--- src/prpd_regs.svh ---
// Constants for the port/register pointer decode block.
// Assumes the serial front end presents whole bytes with strobes.
`ifndef PRPD_REGS_SVH
`define PRPD_REGS_SVH
`define PRPD_PTR_RESET    8'h00
`define PRPD_PTR_MASK     8'h7b
`define PRPD_SEL_MSB      6
`define PRPD_SEL_LSB      3
`define PRPD_PORT_MSB     1
`define PRPD_PORT_LSB     0
`define PRPD_ACK_CYCLES   4'h1
`endif

--- src/prpd_pkg.sv ---
// Types for the port/register pointer decode block.
// Assumes no surroundings beyond the including files.
package prpd_pkg;
  typedef enum logic [3:0] {
    PRPD_COMMON_RD  = 4'h0,
    PRPD_COMMON_CTL = 4'h1,
    PRPD_PCTL1      = 4'h2,
    PRPD_PCTL2      = 4'h3,
    PRPD_PSTAT1     = 4'h4,
    PRPD_PSTAT2     = 4'h5,
    PRPD_RES_LO     = 4'h6,
    PRPD_RES_HI     = 4'h7,
    PRPD_VOLT_LO    = 4'h8,
    PRPD_VOLT_HI    = 4'h9,
    PRPD_CUR_LO     = 4'ha,
    PRPD_CUR_HI     = 4'hb,
    PRPD_TEMP_LO    = 4'hc,
    PRPD_TEMP_HI    = 4'hd,
    PRPD_UNUSED     = 4'he,
    PRPD_TEST       = 4'hf
  } prpd_sel_t;
  typedef enum logic [1:0] {
    PRPD_ST_IDLE = 2'b01,
    PRPD_ST_ACK  = 2'b10
  } prpd_state_t;
endpackage

--- src/prpd_decode.sv ---
// Pointer byte register and target decode for a quad-port manager.
// Assumes ptr_valid pulses once on the falling serial clock after bit eight.
// Assumes wr_valid marks a data byte aimed at the currently selected target.
`timescale 1ns/1ps
`include "prpd_regs.svh"
module prpd_decode (
  input  wire logic       core_clk,
  input  wire logic       reset_n,
  input  wire logic       ptr_valid,
  input  wire logic [7:0] ptr_byte,
  input  wire logic       wr_valid,
  output logic [7:0]      ptr_read,
  output logic [3:0]      reg_select,
  output logic [1:0]      port_select,
  output logic            ack_low,
  output logic            sel_read_reg,
  output logic            sel_write_reg,
  output logic            sel_unused,
  output logic            sel_common,
  output logic            sel_adc,
  output logic [3:0]      port_onehot,
  output logic [3:0]      wr_port_en
);
  // Stored pointer, acknowledge state and a strobe age used by the checks
  logic [7:0]            ptr;
  logic [7:0]            next_ptr;
  prpd_pkg::prpd_state_t state;
  prpd_pkg::prpd_state_t next_state;
  logic [3:0]            since_strobe;
  logic [3:0]            next_since_strobe;

  // Keep only the meaningful bits so the spare ones always read zero
  always_comb begin
    next_ptr = ptr;
    if (ptr_valid) begin
      next_ptr = ptr_byte & `PRPD_PTR_MASK;
    end
  end

  // Pointer register; a strobe during reset is dropped on purpose
  always_ff @(posedge core_clk) begin
    if (!reset_n) begin
      ptr <= `PRPD_PTR_RESET;
    end else begin
      ptr <= next_ptr;
    end
  end

  // Acknowledge sequencer: one cycle per accepted pointer byte
  always_comb begin
    next_state = state;
    case (state)
      prpd_pkg::PRPD_ST_IDLE: begin
        if (ptr_valid) begin
          next_state = prpd_pkg::PRPD_ST_ACK;
        end
      end
      prpd_pkg::PRPD_ST_ACK: begin
        // A strobe right behind the last one keeps the line low one more cycle
        if (!ptr_valid) begin
          next_state = prpd_pkg::PRPD_ST_IDLE;
        end
      end
      default: begin
        // An illegal code falls back to idle rather than hanging the acknowledge
        next_state = prpd_pkg::PRPD_ST_IDLE;
      end
    endcase
  end

  // Acknowledge state register
  always_ff @(posedge core_clk) begin
    if (!reset_n) begin
      state <= prpd_pkg::PRPD_ST_IDLE;
    end else begin
      state <= next_state;
    end
  end

  // Cycles since the last accepted strobe, saturating; only the checks read it
  always_comb begin
    next_since_strobe = since_strobe;
    if (ptr_valid) begin
      next_since_strobe = 4'h0;
    end else if (since_strobe != 4'hf) begin
      next_since_strobe = since_strobe + 4'h1;
    end
  end

  // Starts saturated so no acknowledge is expected straight out of reset
  always_ff @(posedge core_clk) begin
    if (!reset_n) begin
      since_strobe <= 4'hf;
    end else begin
      since_strobe <= next_since_strobe;
    end
  end

  // Field views of the stored pointer
  assign ptr_read    = ptr;
  assign reg_select  = ptr[`PRPD_SEL_MSB:`PRPD_SEL_LSB];
  assign port_select = ptr[`PRPD_PORT_MSB:`PRPD_PORT_LSB];
  assign ack_low     = (state == prpd_pkg::PRPD_ST_ACK);

  // Target class decode; read and write targets never overlap
  always_comb begin
    sel_read_reg  = 1'b0;
    sel_write_reg = 1'b0;
    sel_unused    = 1'b0;
    sel_common    = 1'b0;
    sel_adc       = 1'b0;
    if (reg_select == prpd_pkg::PRPD_COMMON_RD) begin
      sel_read_reg = 1'b1;
      sel_common   = 1'b1;
    end else if (reg_select == prpd_pkg::PRPD_COMMON_CTL) begin
      sel_write_reg = 1'b1;
      sel_common    = 1'b1;
    end else if (reg_select == prpd_pkg::PRPD_PCTL1 ||
                 reg_select == prpd_pkg::PRPD_PCTL2) begin
      // Per-port targets: only the addressed port is written
      sel_write_reg = 1'b1;
    end else if (reg_select == prpd_pkg::PRPD_PSTAT1 ||
                 reg_select == prpd_pkg::PRPD_PSTAT2) begin
      sel_read_reg = 1'b1;
    end else if (reg_select == prpd_pkg::PRPD_UNUSED) begin
      // Nothing stands behind code fourteen, so it is neither read nor written
      sel_unused = 1'b1;
    end else if (reg_select == prpd_pkg::PRPD_TEST) begin
      sel_write_reg = 1'b1;
      sel_common    = 1'b1;
    end else begin
      // What is left is six to thirteen, the converter result bytes
      sel_read_reg = 1'b1;
      sel_adc      = 1'b1;
    end
  end

  // One enable per port; a common write register (codes one and fifteen) reaches every port at once
  for (genvar p = 0; p < 4; p++) begin : g_port
    assign port_onehot[p] = (port_select == 2'(p));
    assign wr_port_en[p]  = wr_valid & sel_write_reg & (sel_common | port_onehot[p]);
  end

  // Pointer storage and acknowledge checks
  ack_one_a: assert property (@(posedge core_clk) disable iff (!reset_n)
    ptr_valid |=> ack_low ##1 (!ack_low || $past(ptr_valid)))
    else $error("ack not one cycle");
  ack_span_a: assert property (@(posedge core_clk) disable iff (!reset_n)
    ack_low == (since_strobe < `PRPD_ACK_CYCLES))
    else $error("ack length wrong");
  ack_cause_a: assert property (@(posedge core_clk) disable iff (!reset_n)
    ack_low |-> $past(ptr_valid))
    else $error("ack without pointer");
  ptr_load_a: assert property (@(posedge core_clk) disable iff (!reset_n)
    ptr_valid |=> ptr_read == ($past(ptr_byte) & `PRPD_PTR_MASK))
    else $error("pointer not loaded");
  ptr_hold_a: assert property (@(posedge core_clk) disable iff (!reset_n)
    !ptr_valid |=> $stable(ptr_read))
    else $error("pointer changed without strobe");
  ptr_fields_a: assert property (@(posedge core_clk) disable iff (!reset_n)
    ptr_valid |=> reg_select == $past(ptr_byte[`PRPD_SEL_MSB:`PRPD_SEL_LSB]) &&
                  port_select == $past(ptr_byte[`PRPD_PORT_MSB:`PRPD_PORT_LSB]))
    else $error("pointer fields not loaded");
  spare_zero_a: assert property (@(posedge core_clk) disable iff (!reset_n)
    ptr_read[7] == 1'b0 && ptr_read[2] == 1'b0)
    else $error("spare bits not zero");
  reset_clear_a: assert property (@(posedge core_clk)
    !reset_n |=> ptr_read == `PRPD_PTR_RESET && !ack_low)
    else $error("reset did not clear pointer");

  // Register select decode checks
  common_rd_a: assert property (@(posedge core_clk) disable iff (!reset_n)
    reg_select == 4'h0 |-> sel_read_reg && sel_common && !sel_write_reg)
    else $error("code zero decode");
  common_ctl_a: assert property (@(posedge core_clk) disable iff (!reset_n)
    reg_select == 4'h1 |-> sel_write_reg && sel_common)
    else $error("code one decode");
  port_ctl_a: assert property (@(posedge core_clk) disable iff (!reset_n)
    (reg_select == 4'h2 || reg_select == 4'h3) |-> sel_write_reg && !sel_common)
    else $error("port control decode");
  port_stat_a: assert property (@(posedge core_clk) disable iff (!reset_n)
    (reg_select == 4'h4 || reg_select == 4'h5) |-> sel_read_reg && !sel_adc)
    else $error("port status decode");
  rd_no_en_a: assert property (@(posedge core_clk) disable iff (!reset_n)
    sel_read_reg |-> wr_port_en == 4'h0)
    else $error("read target written");
  adc_range_a: assert property (@(posedge core_clk) disable iff (!reset_n)
    sel_adc == (reg_select >= 4'h6 && reg_select <= 4'hd))
    else $error("adc range decode");
  adc_read_a: assert property (@(posedge core_clk) disable iff (!reset_n)
    sel_adc |-> sel_read_reg && !sel_common && !sel_write_reg)
    else $error("adc target not a port read");
  test_unused_a: assert property (@(posedge core_clk) disable iff (!reset_n)
    sel_unused == (reg_select == 4'he) && (reg_select != 4'hf || sel_write_reg))
    else $error("code fourteen or fifteen decode");
  target_one_a: assert property (@(posedge core_clk) disable iff (!reset_n)
    $onehot({sel_read_reg, sel_write_reg, sel_unused}))
    else $error("target class not unique");
  unused_quiet_a: assert property (@(posedge core_clk) disable iff (!reset_n)
    sel_unused |-> !sel_common && !sel_adc && wr_port_en == 4'h0)
    else $error("code fourteen reaches a port");

  // Port decode and write fan-out; a common write target must reach all four ports
  port_hot_a: assert property (@(posedge core_clk) disable iff (!reset_n)
    port_onehot == (4'h1 << port_select))
    else $error("port decode");
  wr_spread_a: assert property (@(posedge core_clk) disable iff (!reset_n)
    wr_valid && sel_write_reg |-> wr_port_en == (sel_common ? 4'hf : port_onehot))
    else $error("write spread");
  en_gate_a: assert property (@(posedge core_clk) disable iff (!reset_n)
    !(wr_valid && sel_write_reg) |-> wr_port_en == 4'h0)
    else $error("write enable without write");

  // Covers for the main scenarios
  load_c: cover property (@(posedge core_clk) disable iff (!reset_n)
    ptr_valid ##1 ack_low);
  b2b_c: cover property (@(posedge core_clk) disable iff (!reset_n)
    ptr_valid ##1 ptr_valid ##1 ack_low);
  common_wr_c: cover property (@(posedge core_clk) disable iff (!reset_n)
    wr_valid && wr_port_en == 4'hf);
  port4_wr_c: cover property (@(posedge core_clk) disable iff (!reset_n)
    wr_valid && wr_port_en == 4'h8);
  adc_c: cover property (@(posedge core_clk) disable iff (!reset_n)
    sel_adc);
endmodule

--- config.mk ---
export PLATFORM = sky130hd
export DESIGN_NAME = prpd_decode
export DESIGN_NICKNAME = d
export VERILOG_FILES = /design/src/prpd_pkg.sv /design/src/prpd_decode.sv
export VERILOG_INCLUDE_DIRS = /design/src
export SDC_FILE = /design/constraint.sdc
export NUM_CORES = 1
export LEC_CHECK = 0
export BUFFER_PORTS_ARGS = -buffer_cell sky130_fd_sc_hd__clkbuf_2
export CORE_MARGIN = 5
export CORE_UTILIZATION = 34
export DETAILED_ROUTE_END_ITERATION = 8
export PLACE_DENSITY = 0.73
export SLEW_MARGIN = 20
export SYNTH_ARGS = -nofsm -noshare
export SYNTH_HDL_FRONTEND = slang
export SYNTH_SLANG_ARGS = --single-unit
--- constraint.sdc ---
create_clock -name core_clk -period 1.3 [get_ports core_clk]
set_clock_uncertainty 0.15 [all_clocks]
set_input_delay 0.26 -clock core_clk [delete_from_list [all_inputs] [get_ports core_clk]]
set_output_delay 0.26 -clock core_clk [all_outputs]
set_load 0.005 [all_outputs]
==> key figures <==
Outcome
  • Outcome: complete, but fails checks
  • Failing checks: setup timing

CTS
  • H-tree levels: 1
  • Inserted Clock Buffers: 3
  • Clk Tree Root Cell: clkbuf_4
  • Clk pin slew, worst setup/hold paths: 0.06 ns
  • Worst skew pair latency: ~0.25 ns
  • CTS tree: built
  • Clock tree sinks: 8
  • Max Root-Sink Buffers: 2

STA
  • Final Hold Viols: 0
  • Setup TNS: -3.738 ns
  • Final period utilization: 1.345
  • Min Tclk post-route: about 1.7 ns
  • RSZ-0062 raised after global routing: yes
  • Final setup fails: 16
  • Max Slew Vio Count: 0
  • Max Freq: between 500 and 600 MHz
  • Worst setup margin: -0.4491 ns

Route
  • Drt pass-1 iters: 2
  • Drt initial violations: 2
  • WL/cell: approximately 14 µm
  • DR vias/cell: 4.647
  • Vias: 553
  • Final WL: ~1600 µm
  • Remaining DRCs: 0
  • Post-DRT Antenna Nets: 0

Global routing
  • Largest net degree at the start of global routing: 8
  • Total gr overflow: 0
  • Vias in the first global route: 573
  • Initial antenna violation count: 0
  • Global-route wire length before repair: 2553 µm
  • Total Routing Usage GR: 0.1334

Critical path
  • Crit path launch: ptr_read[6]
  • Crit path DAT: 1.34 ns
  • Crit Path Class: register to output pin
  • Worst reg-to-reg path cell count: 4
  • RR Endpoint: ptr_read[4]
  • Worst Path Required: 0.89 ns
  • Worst setup EP type: output pin
  • Worst setup path endpoint: wr_port_en[2]
  • R2R Path Start: ptr_read[4]
  • Worst-path maximum fanout: 5
  • Reg2reg setup slack: 0.26 ns
  • Crit start category: register

Layout
  • Fin util: 0.6862
  • # fillers: 127
  • Layout area overhead: 93.99%
  • Share of layout cells above drive strength 1: 0.7670
  • Area of the multi-input gates: 384.1 µm²
  • Total area of sequential cells: 181.4 µm²
  • N_diodes: 0
  • Nets: 116

Floorplanning
  • Total die area: 2413 µm²
  • Row count: 14
  • Initial Utilization: 0.3537
  • # IOs: 40
  • Die Span X: 49.13 µm
  • Total core area: 1471 µm²
  • Die Y: a little under 50 µm

Power and ir drop
  • Int Pwr: roughly 540 µW
  • Reg power frac: 0.374
  • Pleak: 0.0005158 µW
  • Net Sw Frac: 0.2889
  • Power Dens Cells: 752.6 nW/µm²
  • Clk pwr share: 0.269
  • P_sw: ~220 µW
  • Maximum vdd drop: ~440 µV
  • Logic pwr share: 0.357

Synthesis
  • Netlist cell types: 21
  • Dominant cell by count in the synthesized netlist: nor2b_1
  • Warning count from the yosys run: 0
  • Top_reg_cell synth: dfxtp_1
  • Synth area leader: dfxtp_1
  • Syn Std Cell Area: 520.5 µm²
  • Avg Cell Area, Syn: 8.822 µm²
  • Top post-synthesis cells by count: nor2b_1, buf_4, dfxtp_1, mux2i_1
  • Share of the yosys chip area belonging to registers: 0.3077
  • Largest cells by area after synthesis: dfxtp_1, nor2b_1, mux2i_1
  • Fraction of synthesis flops using an asynchronous set or reset pin: 0
  • EDFF count, synth: 0
  • Area share of the largest cell type after synthesis: 0.3077
  • Cells after Synth: 59
  • Number of synthesized register bits: 8

Hold path
  • Min-delay src: ptr_byte[4]
  • Hold WC Path Type: input port to register

Place
  • Final GP Congestion: 0.6571
  • Hpwl dp: 1112 µm
  • I/O Buffers: 35

Run
  • Max-capacitance violation count: 0
==> cell families after synthesis <==
kind of cell           after synthesis  synth area share
other                                1          0.007205
buffers and inverters               12            0.1611
AO/OA/AOI/OAI                        2           0.04086
AND/OR/NAND/NOR                     28            0.3341
flip-flops                           8            0.3077
XOR/XNOR                             2           0.03366
multiplexers                         6            0.1154
==> worst max-delay path, stage by stage, from the launching register on <==
cell	delay (ns)
dfxtp_4	0.36
nor2_1	0.25
a21oi_4	0.13
nor3b_2	0.20
buf_2	0.14
==> stage by stage <==
step                cell area [µm²]  setup slack (ns)  instances  power (µW)  hold slack (ns)
global placement              784.5           -0.1728        112       479.1           0.3630
finish                         1010           -0.4491        119       759.9           0.1159
CTS                           913.4           -0.4365        118       736.7           0.1047
floorplan                     583.1          -0.05105         60       401.8           0.2368
detailed placement            784.5           -0.2073        112       486.4           0.3838
global route                   1010           -0.5459        119       821.4           0.1304
==> layer usage <==
metal / GRT usage / share of wire
met2: 0.2425 / 0.57
met3: 0.03364 / 0.060
met1: 0.1262 / 0.35
met4: 0.09417 / 0.018
met5: 0 / 0
==> sequential cells by signal, indices dropped and copies added (netlist names) <==
name      cells
ptr_read      6
state         2
==> repair_timing <==
action | in CTS | in global routing
hold buffers | 0 | 0
pin swaps | 6 | 9
resized for setup | 25 | 28
endpoints found under the setup margin | 13 | 24
buffers inserted | 5 | 4
cloned | 0 | 0
==> final cells by class <==
cell class,instances,share of cell area
sequential,8,0.1797
tap,16,0.01983
inverter,2,0.007435
timing repair buffer,49,0.3866
multi-input combinational,40,0.3804
clock buffer,4,0.02602
==> worst min path at each step <==
stage | cells past startpoint | slack, ns | endpoint
CTS | 3 | 0.10 | ptr_read[4]
floorplan | 1 | 0.24 | ptr_read[4]
global placement | 3 | 0.36 | ptr_read[6]
finish | 3 | 0.12 | ptr_read[4]
detailed placement | 3 | 0.38 | ptr_read[6]
global route | 3 | 0.13 | ptr_read[6]
==> layout by cell type (no fill, tap or decap) <==
cell type  instances
nor2b_1            7
or2_4              1
nor2b_4            3
a21oi_1            1
buf_6             22
clkbuf_4           3
dfxtp_1            1
nor2_4             1
and2_4             1
buf_2              7
nor3b_2            4
nor3_4             1
conb_1             2
nor3_2             4
xor2_1             1
xnor2_2            1
or2_1              1
dfxtp_2            2
mux2i_1            6
and3_1             1
and3_4             1
and4_4             1
dfxtp_4            5
inv_1              2
nor2_1             1
nand2_4            1
a21oi_4            1
buf_4              3
clkbuf_1           1
clkbuf_2          17
==> power groups by stage <==
stage               clock, µW  sequential, µW  combinational (µW)
floorplan                   0             286                 116
global placement            0             281                 198
detailed placement          0             281                 205
CTS                       220             279                 238
global route              239             287                 295
finish                    204             284                 272
Power figures use the tool's default switching activity.
